===== config.mk =====
export PLATFORM = sky130hd
export DESIGN_NAME = liu_strap_and_driver_monitor
export DESIGN_NICKNAME = d
export VERILOG_FILES = /design/src/inc/liu_strap_pkg.sv /design/src/logic/liu_strap_and_driver_monitor.sv /design/src/logic/hw_reset_qualifier.sv /design/src/logic/driver_activity_monitor.sv
export VERILOG_INCLUDE_DIRS = /design/src /design/src/inc
export SDC_FILE = /design/constraint.sdc
export NUM_CORES = 1
export LEC_CHECK = 0
export ABC_AREA = 1
export BUFFER_PORTS_ARGS = -buffer_cell sky130_fd_sc_hd__buf_4
export CAP_MARGIN = 20
export CORE_MARGIN = 2
export CORE_UTILIZATION = 41
export DETAILED_ROUTE_END_ITERATION = 12
export GPL_TIMING_DRIVEN = 0
export SLEW_MARGIN = 15
export SYNTH_ARGS = -nofsm -noshare
export SYNTH_HDL_FRONTEND = slang
export SYNTH_SLANG_ARGS = --single-unit

===== constraint.sdc =====
create_clock -name clock_in -period 1.8 [get_ports clock_in]
set_input_delay 0.09 -clock clock_in [delete_from_list [all_inputs] [get_ports clock_in]]
set_output_delay 0.09 -clock clock_in [all_outputs]
set_load 0.03 [all_outputs]

===== src/inc/liu_strap_params.svh =====
// Timing counts, limits and reset values of the strap and monitor block
`ifndef LIU_STRAP_PARAMS_SVH
`define LIU_STRAP_PARAMS_SVH

`define CLK_PERIOD_NS 8
`define HW_RESET_MIN_NS 10000
`define HW_RESET_CYCLES ((`HW_RESET_MIN_NS + `CLK_PERIOD_NS - 1) / `CLK_PERIOD_NS)
`define RST_CNT_W 11
`define NO_PULSE_LIMIT 128
`define MON_CNT_W 8
`define SUB_DEPTH 8
`define B8ZS_RUN 8
`define HDB3_RUN 4
`define ZRUN_W 4
`define CFG_RESET 6'h00

`endif


===== src/inc/liu_strap_pkg.sv =====
// Types shared by the strap decoder, line coder and receive decoder
package liu_strap_pkg;

  // Order matches the two-bit impedance strap code
  typedef enum logic [1:0] {IMP_100_OHM, IMP_110_OHM, IMP_75_OHM, IMP_120_OHM} impedance_t;

  typedef enum logic [1:0] {CODE_AMI, CODE_B8ZS, CODE_HDB3} line_code_t;

  typedef enum logic [1:0] {SYM_ZERO, SYM_MARK, SYM_VIOL} symbol_t;

  typedef struct packed {
    logic single_rail;
    logic rx_internal;
    logic tx_internal;
    impedance_t impedance;
    logic gauge_26;
  } line_cfg_t;

  typedef struct packed {
    logic pos;
    logic neg;
  } rail_pair_t;

  typedef struct packed {
    logic rail_format_select;
    logic rx_termination_select;
    logic tx_termination_select;
    logic impedance_select_hi;
    logic impedance_select_lo;
    logic gauge_select;
  } strap_t;

endpackage


===== src/logic/liu_strap_and_driver_monitor.sv =====
// One line channel: strap decoding, line coder, reset qualifier, driver alarm
`timescale 1ns/100ps
`default_nettype none
`include "liu_strap_params.svh"
module liu_strap_and_driver_monitor (
  input wire logic clock_in, // 125 MHz system clock
  input wire logic rst_n_in, // Power-on reset, async, active low
  input wire logic hw_reset_n_in, // Hardware reset pin, active low
  input wire logic host_mode_in, // High selects host mode
  input wire liu_strap_pkg::strap_t straps_in, // Configuration strap pins
  input wire liu_strap_pkg::line_cfg_t host_cfg_in, // Host channel settings
  input wire logic rx_termination_pin_override_in, // Global override bit
  input wire logic rx_termination_reg_bit_in, // Channel termination bit
  input wire liu_strap_pkg::line_code_t line_code_in, // Single rail line code
  input wire logic in_circuit_test_n_in, // Low releases all outputs
  input wire logic transmit_clock_in, // Transmit clock, sampled
  input wire logic tx_data_in, // Single rail transmit data
  input wire liu_strap_pkg::rail_pair_t tx_rails_in, // Dual rail transmit data
  input wire logic tx_pulse_seen_in, // Output buffer pulse detector
  input wire logic rx_clock_in, // Recovered receive clock, sampled
  input wire liu_strap_pkg::rail_pair_t rx_rails_in, // Sliced receive pulses
  output liu_strap_pkg::line_cfg_t line_cfg_out, // Decoded settings
  output liu_strap_pkg::rail_pair_t tx_rails_out, // To the line driver
  output logic rx_data_out, // Single rail receive data
  output liu_strap_pkg::rail_pair_t rx_rails_out, // Dual rail receive data
  output logic driver_activity_alarm_out, // Driver activity alarm
  output logic pins_oe_out // Enable for every output pin
);
  import liu_strap_pkg::*;

  localparam line_cfg_t CFG_DEFAULT = line_cfg_t'(`CFG_RESET);
  localparam logic [`ZRUN_W-1:0] B8ZS_LAST = `ZRUN_W'(`B8ZS_RUN - 1);
  localparam logic [`ZRUN_W-1:0] HDB3_LAST = `ZRUN_W'(`HDB3_RUN - 1);
  localparam int TOP = `SUB_DEPTH - 1;

  function automatic logic rising(input logic now, input logic was);
    return now & ~was;
  endfunction

  function automatic rail_pair_t polar(input logic positive);
    rail_pair_t p;
    p.pos = positive;
    p.neg = ~positive;
    return p;
  endfunction

  logic regs_clear;
  logic tx_tick;
  logic rx_tick;

  hw_reset_qualifier u_reset (
    .clock_in(clock_in),
    .rst_n_in(rst_n_in),
    .hw_reset_n_in(hw_reset_n_in),
    .regs_clear_out(regs_clear)
  );

  // Sampled clocks for edge detection
  logic txc_q, txc_d, rxc_q, rxc_d;

  always_comb begin
    txc_d = transmit_clock_in;
    rxc_d = rx_clock_in;
  end

  always_ff @(posedge clock_in or negedge rst_n_in) begin
    if (!rst_n_in) begin
      txc_q <= 1'b0;
      rxc_q <= 1'b0;
    end else begin
      txc_q <= txc_d;
      rxc_q <= rxc_d;
    end
  end

  assign tx_tick = rising(transmit_clock_in, txc_q);
  assign rx_tick = rising(rx_clock_in, rxc_q);

  // Channel configuration
  line_cfg_t cfg_q, cfg_d;

  always_comb begin
    cfg_d = cfg_q;
    if (regs_clear) begin
      cfg_d = CFG_DEFAULT;
    end else if (host_mode_in) begin
      cfg_d = host_cfg_in;
      // Hard switch for redundancy without touching every channel register
      cfg_d.rx_internal = rx_termination_pin_override_in ?
          straps_in.rx_termination_select : rx_termination_reg_bit_in;
    end else begin
      cfg_d.single_rail = straps_in.rail_format_select;
      cfg_d.rx_internal = straps_in.rx_termination_select;
      cfg_d.tx_internal = straps_in.tx_termination_select;
      cfg_d.impedance = impedance_t'({straps_in.impedance_select_hi,
          straps_in.impedance_select_lo});
      cfg_d.gauge_26 = straps_in.gauge_select;
    end
  end

  always_ff @(posedge clock_in or negedge rst_n_in) begin
    if (!rst_n_in) begin
      cfg_q <= CFG_DEFAULT;
    end else begin
      cfg_q <= cfg_d;
    end
  end

  // Transmit encoder: fixed latency so substitutions can reach back in time
  symbol_t sym_q [`SUB_DEPTH];
  symbol_t sym_d [`SUB_DEPTH];
  logic [`ZRUN_W-1:0] zrun_q, zrun_d;
  logic parity_q, parity_d;
  logic last_pol_q, last_pol_d;
  rail_pair_t tx_q, tx_d;
  rail_pair_t enc;

  always_comb begin
    sym_d = sym_q;
    zrun_d = zrun_q;
    parity_d = parity_q;
    last_pol_d = last_pol_q;
    tx_d = tx_q;
    enc = '0;
    if (regs_clear) begin
      sym_d = '{default: SYM_ZERO};
      zrun_d = '0;
      parity_d = 1'b0;
      last_pol_d = 1'b0;
      tx_d = '0;
    end else if (tx_tick) begin
      for (int i = TOP; i > 0; i--) begin
        sym_d[i] = sym_q[i - 1];
      end
      sym_d[0] = tx_data_in ? SYM_MARK : SYM_ZERO;
      if (tx_data_in) begin
        zrun_d = '0;
        parity_d = ~parity_q;
      end else begin
        zrun_d = zrun_q + `ZRUN_W'(1);
      end
      if (!tx_data_in && line_code_in == CODE_B8ZS && zrun_q == B8ZS_LAST) begin
        sym_d[4] = SYM_VIOL;
        sym_d[3] = SYM_MARK;
        sym_d[1] = SYM_VIOL;
        sym_d[0] = SYM_MARK;
        zrun_d = '0;
      end
      if (!tx_data_in && line_code_in == CODE_HDB3 && zrun_q == HDB3_LAST) begin
        sym_d[0] = SYM_VIOL;
        if (!parity_q) begin
          sym_d[3] = SYM_MARK;
        end
        parity_d = 1'b0;
        zrun_d = '0;
      end
      case (sym_q[TOP])
        SYM_MARK: begin
          enc = polar(~last_pol_q);
          last_pol_d = ~last_pol_q;
        end
        SYM_VIOL: begin
          enc = polar(last_pol_q);
        end
        default: begin
          enc = '0;
        end
      endcase
      tx_d = cfg_q.single_rail ? enc : tx_rails_in;
    end
  end

  always_ff @(posedge clock_in or negedge rst_n_in) begin
    if (!rst_n_in) begin
      sym_q <= '{default: SYM_ZERO};
      zrun_q <= '0;
      parity_q <= 1'b0;
      last_pol_q <= 1'b0;
      tx_q <= '0;
    end else begin
      sym_q <= sym_d;
      zrun_q <= zrun_d;
      parity_q <= parity_d;
      last_pol_q <= last_pol_d;
      tx_q <= tx_d;
    end
  end

  // Receive decoder: under B8ZS and HDB3 violations are removed along with their paired marks
  logic [TOP:0] rx_bits_q, rx_bits_d;
  logic [TOP:0] rx_viol_q, rx_viol_d;
  logic rx_pol_q, rx_pol_d;
  logic rx_data_q, rx_data_d;
  rail_pair_t rx_rails_q, rx_rails_d;
  logic rx_mark;
  logic rx_viol;

  assign rx_mark = rx_rails_in.pos | rx_rails_in.neg;
  assign rx_viol = rx_mark && (rx_rails_in.pos == rx_pol_q);

  always_comb begin
    rx_bits_d = rx_bits_q;
    rx_viol_d = rx_viol_q;
    rx_pol_d = rx_pol_q;
    rx_data_d = rx_data_q;
    rx_rails_d = rx_rails_q;
    if (regs_clear) begin
      rx_bits_d = '0;
      rx_viol_d = '0;
      rx_pol_d = 1'b0;
      rx_data_d = 1'b0;
      rx_rails_d = '0;
    end else if (rx_tick) begin
      // Under AMI a violation is a line error and still counts as a one
      rx_bits_d = {rx_bits_q[TOP-1:0], rx_mark && !(rx_viol && line_code_in != CODE_AMI)};
      rx_viol_d = {rx_viol_q[TOP-1:0], rx_viol};
      if (line_code_in == CODE_HDB3 && rx_viol) begin
        rx_bits_d[3] = 1'b0;
      end
      if (line_code_in == CODE_B8ZS && rx_mark && !rx_viol && rx_viol_q[0] && rx_viol_q[3]) begin
        rx_bits_d[0] = 1'b0;
        rx_bits_d[3] = 1'b0;
      end
      if (rx_mark) begin
        rx_pol_d = rx_rails_in.pos;
      end
      rx_data_d = rx_bits_q[TOP];
      rx_rails_d = rx_rails_in;
    end
  end

  always_ff @(posedge clock_in or negedge rst_n_in) begin
    if (!rst_n_in) begin
      rx_bits_q <= '0;
      rx_viol_q <= '0;
      rx_pol_q <= 1'b0;
      rx_data_q <= 1'b0;
      rx_rails_q <= '0;
    end else begin
      rx_bits_q <= rx_bits_d;
      rx_viol_q <= rx_viol_d;
      rx_pol_q <= rx_pol_d;
      rx_data_q <= rx_data_d;
      rx_rails_q <= rx_rails_d;
    end
  end

  driver_activity_monitor u_monitor (
    .clock_in(clock_in),
    .rst_n_in(rst_n_in),
    .clear_in(regs_clear),
    .tick_in(tx_tick),
    .pulse_in(tx_pulse_seen_in),
    .alarm_out(driver_activity_alarm_out)
  );

  assign line_cfg_out = cfg_q;
  assign tx_rails_out = tx_q;
  assign rx_data_out = rx_data_q;
  assign rx_rails_out = rx_rails_q;
  assign pins_oe_out = in_circuit_test_n_in;
endmodule
`default_nettype wire


===== src/logic/hw_reset_qualifier.sv =====
// Qualifies the hardware reset pin against its minimum low time
`timescale 1ns/100ps
`default_nettype none
`include "liu_strap_params.svh"
module hw_reset_qualifier (
  input wire logic clock_in, // System clock
  input wire logic rst_n_in, // Power-on reset, async, active low
  input wire logic hw_reset_n_in, // Hardware reset pin, active low
  output logic regs_clear_out // High while a qualified reset is held
);
  localparam logic [`RST_CNT_W-1:0] LIMIT = `RST_CNT_W'(`HW_RESET_CYCLES);

  logic [`RST_CNT_W-1:0] cnt_q, cnt_d;
  logic clear_q, clear_d;

  // Short glitches on the pin never reach the registers
  always_comb begin
    cnt_d = '0;
    clear_d = 1'b0;
    if (!hw_reset_n_in) begin
      cnt_d = (cnt_q == LIMIT) ? cnt_q : cnt_q + `RST_CNT_W'(1);
      clear_d = (cnt_d == LIMIT);
    end
  end

  always_ff @(posedge clock_in or negedge rst_n_in) begin
    if (!rst_n_in) begin
      cnt_q <= '0;
      clear_q <= 1'b0;
    end else begin
      cnt_q <= cnt_d;
      clear_q <= clear_d;
    end
  end

  assign regs_clear_out = clear_q;
endmodule
`default_nettype wire


===== src/logic/driver_activity_monitor.sv =====
// Counts transmit clock cycles without an output pulse and raises the alarm
`timescale 1ns/100ps
`default_nettype none
`include "liu_strap_params.svh"
module driver_activity_monitor (
  input wire logic clock_in, // System clock
  input wire logic rst_n_in, // Async reset, active low
  input wire logic clear_in, // Synchronous return to defaults
  input wire logic tick_in, // One transmit clock cycle elapsed
  input wire logic pulse_in, // Output buffer saw a pulse this cycle
  output logic alarm_out // Driver activity alarm, registered
);
  localparam logic [`MON_CNT_W-1:0] LIMIT = `MON_CNT_W'(`NO_PULSE_LIMIT);
  localparam logic [`MON_CNT_W-1:0] SAT = LIMIT + `MON_CNT_W'(1);

  logic [`MON_CNT_W-1:0] cnt_q, cnt_d;
  logic alarm_q, alarm_d;

  always_comb begin
    cnt_d = cnt_q;
    alarm_d = alarm_q;
    if (clear_in) begin
      cnt_d = '0;
      alarm_d = 1'b0;
    end else if (tick_in) begin
      if (pulse_in) begin
        cnt_d = '0;
        alarm_d = 1'b0;
      end else begin
        // Saturate so a dead driver keeps the alarm up indefinitely
        cnt_d = (cnt_q == SAT) ? cnt_q : cnt_q + `MON_CNT_W'(1);
        alarm_d = (cnt_d > LIMIT);
      end
    end
  end

  always_ff @(posedge clock_in or negedge rst_n_in) begin
    if (!rst_n_in) begin
      cnt_q <= '0;
      alarm_q <= 1'b0;
    end else begin
      cnt_q <= cnt_d;
      alarm_q <= alarm_d;
    end
  end

  assign alarm_out = alarm_q;
endmodule
`default_nettype wire


Yosys cells after proc, flatten, opt, wreduce, memory -nomap -nowiden
Index checks and enable logic that the tools add are counted.
{"block": "totals", "ff_bits": 69, "elab_cells": 126, "output_inout_bits": 13}
{"block": "classes", "n_reduce_logical": 24, "addsub": 3, "n_lt_le_gt_ge": 1, "n_mux": 51, "bitwise_logic": 7, "eq_ne": 10}
{"cell": "$mux W8", "n": 6}
{"cell": "$mux W16", "n": 2}
{"cell": "$mux W4", "n": 8}
{"cell": "$eq A11 B11 Y1 const B", "n": 2}
{"cell": "$mux W11", "n": 2}
{"cell": "$mux W1", "n": 21}
{"cell": "$mux W2", "n": 8}
{"cell": "$logic_and A1 B1 Y1", "n": 12}
{"cell": "$mux W6", "n": 2}
{"cell": "$add A11 B1 Y11 const B", "n": 1}
{"cell": "$reduce_bool A2 Y1", "n": 5}
{"cell": "$add A8 B1 Y8 const B", "n": 1}
{"cell": "$eq A8 B8 Y1 const B", "n": 1}
{"cell": "$gt A8 B8 Y1 const B", "n": 1}
{"cell": "$reduce_and A2 Y1", "n": 3}
{"cell": "$add A4 B1 Y4 const B", "n": 1}
{"cell": "$eq A2 B1 Y1 const B", "n": 2}
{"cell": "$eq A2 B2 Y1 const B", "n": 2}
{"cell": "$eq A4 B2 Y1 const B", "n": 1}
{"cell": "$eq A4 B3 Y1 const B", "n": 1}
{"cell": "$not A1 Y1", "n": 4}
{"cell": "$pmux W2 S2", "n": 1}
{"cell": "$logic_not A1 Y1", "n": 3}
{"cell": "$mux W3", "n": 1}
{"cell": "other kinds (4)", "n": 5}

Logic depth before layout (Yosys ltp)
{"block": "depth", "depth_word": 9, "ltp_mapped": 10, "ltp_nobuf": 10}

Hierarchy
From an unflattened synthesis, not the netlist that was laid out.
{"block": "unflattened", "cells_unflattened": 438, "hier_area_um2": 3462.1}
{"mod": "liu_strap_and_driver_monitor", "cells_each": 247, "area_each_um2": 2100.8, "instances": 1}
{"mod": "hw_reset_qualifier", "cells_each": 108, "area_each_um2": 743.2, "instances": 1}
{"mod": "driver_activity_monitor", "cells_each": 83, "area_each_um2": 618.1, "instances": 1}

Least setup slack after synthesis
OpenSTA, ideal clock, no wires.
{"block": "synth_path", "path_kind": "reg2reg", "from": "register u_monitor.cnt_q[1]", "to": "register u_monitor.alarm_q (netlist: u_monitor.alarm_out)", "n_path_buf": 0, "stages_incl_launch_ff": 11, "arrival_time_ps": 1306, "slack_ps": 377, "period_less_slack_ps": 1423, "cell_sequence": "dfrtp_1 inv_1 ha_1 nor3b_1 nand2_1 nand2_1 nand2_1 nor3_1 nand2_1 nand2_1 nand2_1"}
{"block": "synth_via", "elab_chain_len": 6, "word_cells_on_any_way": 7}
{"element": "from (decl)", "line": "driver_activity_monitor.sv:16", "rtl": "logic [`MON_CNT_W-1:0] cnt_q, cnt_d;"}
{"element": "from (signal assigned)", "line": "driver_activity_monitor.sv:42", "rtl": "cnt_q <= cnt_d;"}
{"element": "$add A8 B1 Y8 / $eq A8 B8 Y1 (equally long branches)", "line": "driver_activity_monitor.sv:31", "rtl": "cnt_d = (cnt_q == SAT) ? cnt_q : cnt_q + `MON_CNT_W'(1);"}
{"element": "$mux W8 (*)", "line": "driver_activity_monitor.sv:31"}
{"element": "$gt A8 B8 Y1 (*)", "line": "driver_activity_monitor.sv:32", "rtl": "alarm_d = (cnt_d > LIMIT);"}
{"element": "$mux W1 (*)", "line": "driver_activity_monitor.sv:26", "rtl": "if (pulse_in) begin"}
{"element": "$mux W1 (*)", "line": "driver_activity_monitor.sv:25", "rtl": "end else if (tick_in) begin"}
{"element": "$mux W1 (*)", "line": "driver_activity_monitor.sv:22", "rtl": "if (clear_in) begin"}
{"element": "to (signal assigned)", "line": "driver_activity_monitor.sv:43", "rtl": "alarm_q <= alarm_d;"}
{"element": "to (decl)", "line": "driver_activity_monitor.sv:17", "rtl": "logic alarm_q, alarm_d;"}
Every way passes the cells marked *; elsewhere a longest branch is shown, timed or not. The select of a mux whose other input is x is not followed.
A chain may end at the register's enable or synchronous reset.

Worst setup path in the final report
Same ends and word-level chain as after synthesis.

==> flow_summary.toml <==
[run_status]
status = "completed"

[min_path]
holdPathStages = 3
hp-class = "input pin to flip-flop"

[pwr]
pwr-share-comb = 0.165
pwr-share-seq = 0.456
leakagePower_uw = 0.00197
swShare = 0.269
pwr-share-clk = 0.379
p_per_area_nw_per_um2 = 998
switchingPower_uw = 1100
p_total_uw = 4100
p_int_uw = 3000
ir_drop_mv = 0.545

[die]
core_area_um2 = 7690
die_h_um = 92.9
start_util = 0.421
rows = 32
die_area_um2 = 8630
die_x_um = 92.9
io_pins = 42

[logic_synthesis]
synth_cell_types = 32
yosys.area.top_type = "dfrtp_1"
yosysWarnings = 0
yosys.area.top_type_share = 0.533
synth-edff-count = 0
synth_most_common_cell = "nand2_1"
synth_fp_nets = 419
syn-cell-area_um2 = 3240
ys_seq_area_frac = 0.533
syn_avg_cell_area_um2 = 8.41
synth_area_leaders = "dfrtp_1 (53%), nand2_1 (9.2%), nor2_1 (5.8%)"
synthFlopType = "dfrtp_1"
ys_top_cells_by_count = "nand2_1 (79), dfrtp_1 (69), nor2_1 (50)"
ys_seq_elements = 69
syn_inst = 385
async_flop_share = 1.00

[cells_and_area]
stdcell_count = 562
areaGrowthSynthToFinish_pct = 26.8
drive_gt1_frac = 0.165
final_net_count = 489
fillers = 734
multi_input_area_um2 = 1250
ff_latch_area_um2 = 1730
post-route-cell-area_um2 = 4110
diodes = 0

[worst_setup_path]
crit_chain = "inv_1 -> ha_1 -> nor3b_1 -> nand2_1 -> xor2_1 -> nor2_1 -> nand2_1 -> nand2_1 -> nand2_1"
worstPathMaxFanout = 4
arrival_ns = 1.86
end_kind = "flip-flop"
ff2ff_path_depth = 9
critPathSlowestCell = "dfrtp_1"
path_common_cell = "nand2_1"
cpPeakStageDelay_ns = 0.42
path_class = "flip-flop to flip-flop"
worstPathRequired_ns = 2.04
cp-start-kind = "flip-flop"

[timing]
finalWorstSetupSlack_ns = 0.181
fin_crit_sh = 0.899
period_needed_ns = 1.62
drv_slew = 0
slew_headroom = 0.436
worst_pin_slew_ns = 0.846
timing.fmax_mhz = 618
finalHoldViolCount = 0
finalSetupViolations = 0
rsz0062_at_grt = "false"
skew_ns = 0.00474
tns_ns = 0

[global_routing]
overflow = 0
antenna_found_initial = 0
grt_pass1_vias = 2640
use_met1 = 0.227
met3_usage = 0.0317
grt_usage = 0.170
top_usage_layer = "met2"
gr-usage-met2 = 0.266
grt_max_degree = 70
grt_pass1_wl_um = 11700

[placement]
hpwl_um = 4560
pre_cts_slack_ns = 0.173
io_buffer_count = 39
dp_cells = 526
gp_congestion = 0.845
dpl_cell_area_um2 = 3660

[cts]
cts_tree = "built"
insertion_delay_ns = 0.34
clock-root-buffer = "clkbuf_8"
numCtsBuffers = 9
clk_path_buf_depth = 2
clk_pin_slew_ns = 0.07
cts.sinks = 69
htree_num_levels = 3

[drt]
drc = 0
finalWirelength_um = 6610
firstDrtPassIters = 5
via_per_inst = 4.73
wl_per_cell_um = 11.8
drt.antenna.violating_nets = 0
vias = 2657
drtIter0Drc = 121

[job]
max_cap_violations = 0
## registers in the layout (all words and copies together), names as in the netlist
signal / flops
last_pol_q: 1
line_cfg_out: 6
parity_q: 1
rx_bits_q: 8
rx_data_out: 1
rx_pol_q: 1
rx_rails_out: 2
rx_viol_q: 4
rxc_q: 1
sym_q: 16
tx_rails_out: 2
txc_q: 1
u_monitor.alarm_out: 1
u_monitor.cnt_q: 8
u_reset.cnt_q: 11
u_reset.regs_clear_out: 1
zrun_q: 4
## final cells by class
class                           count  share of cell area
Multi-Input combinational cell    248               0.305
Clock inverter                      6              0.0268
Sequential cell                    69               0.420
Buffer                              8             0.00883
Tap cell                          102              0.0311
Timing Repair Buffer               59               0.120
Inverter                           60              0.0548
Clock buffer                       10              0.0335
## through the flow
stage               hold WS, ns  utilization
CTS                     0.00542        0.534
detailed placement        0.214        0.476
finish                   0.0221        0.534
global placement          0.211        0.476
global route             0.0414        0.534
floorplan                -0.206            -
## placed cells by master (no fill, tap or decap), drive strengths merged, types with 5 or more instances in the layout
cell	instances
a21oi	7
buf	42
clkbuf	15
dfrtp	69
dlygate4sd3	20
ha	5
inv	58
nand2	80
nand3	17
nor2	53
nor3	7
o21ai	39
o22ai	15
xor2	12
## final timing paths
| kind | startpoint | to | slack [ns] |
|---|---|---|---|
| setup / recovery | u_monitor.cnt_q[1] | u_monitor.alarm_out | 0.18 |
| min in group asynchronous | rst_n_in | u_monitor.cnt_q[5] | 0.41 |
| hold reg to reg | rx_rails_out[1] | rx_rails_out[1] | 0.48 |
| setup reg to reg | u_monitor.cnt_q[1] | u_monitor.alarm_out | 0.18 |
| hold / removal | straps_in[4] | line_cfg_out[4] | 0.02 |
| max in group asynchronous | rst_n_in | u_reset.cnt_q[5] | 0.85 |
## power by group through the flow
stage | Combinational (µW) | Sequential, µW | Clock (µW)
3_3_place_gp | 628 | 1890 | 0
2_1_floorplan | 367 | 1930 | 0
6_report | 676 | 1870 | 1550
4_1_cts | 682 | 1870 | 1600
5_1_grt | 766 | 1900 | 1670
3_5_place_dp | 641 | 1900 | 0
## repair_timing
item	CTS	global route
hold buffers	20	0
resized for setup	0	0
buffers inserted	0	0
hold endpoints to repair	83	0
## critical path, delay by kind of cell, from the launching register on
family	cells	cell delay [ns]
xor+xnor	1	0.18
fa+ha+maj	1	0.15
simple gates	6	0.69
buf+inv	1	0.09
flops	1	0.42
## per-layer routing
metal / share of wire / up-vias
li1: - / 1373
met2: 0.46 / 48
met5: 0 / -
met3: 0.035 / 9
met4: 0.018 / 0
met1: 0.48 / 1227
## cell families (layout without fill, tap and decap cells)
kind of cell    after synthesis  count (layout)  share of synthesized area
flops                        69              69                      0.533
fa+ha+maj                     5               5                     0.0193
buf+inv                      68             143                     0.0807
simple gates                161             161                      0.211
xor+xnor                     13              13                     0.0351
compound gates               69              69                      0.121
No activity file was read; power rests on OpenSTA's default activity.
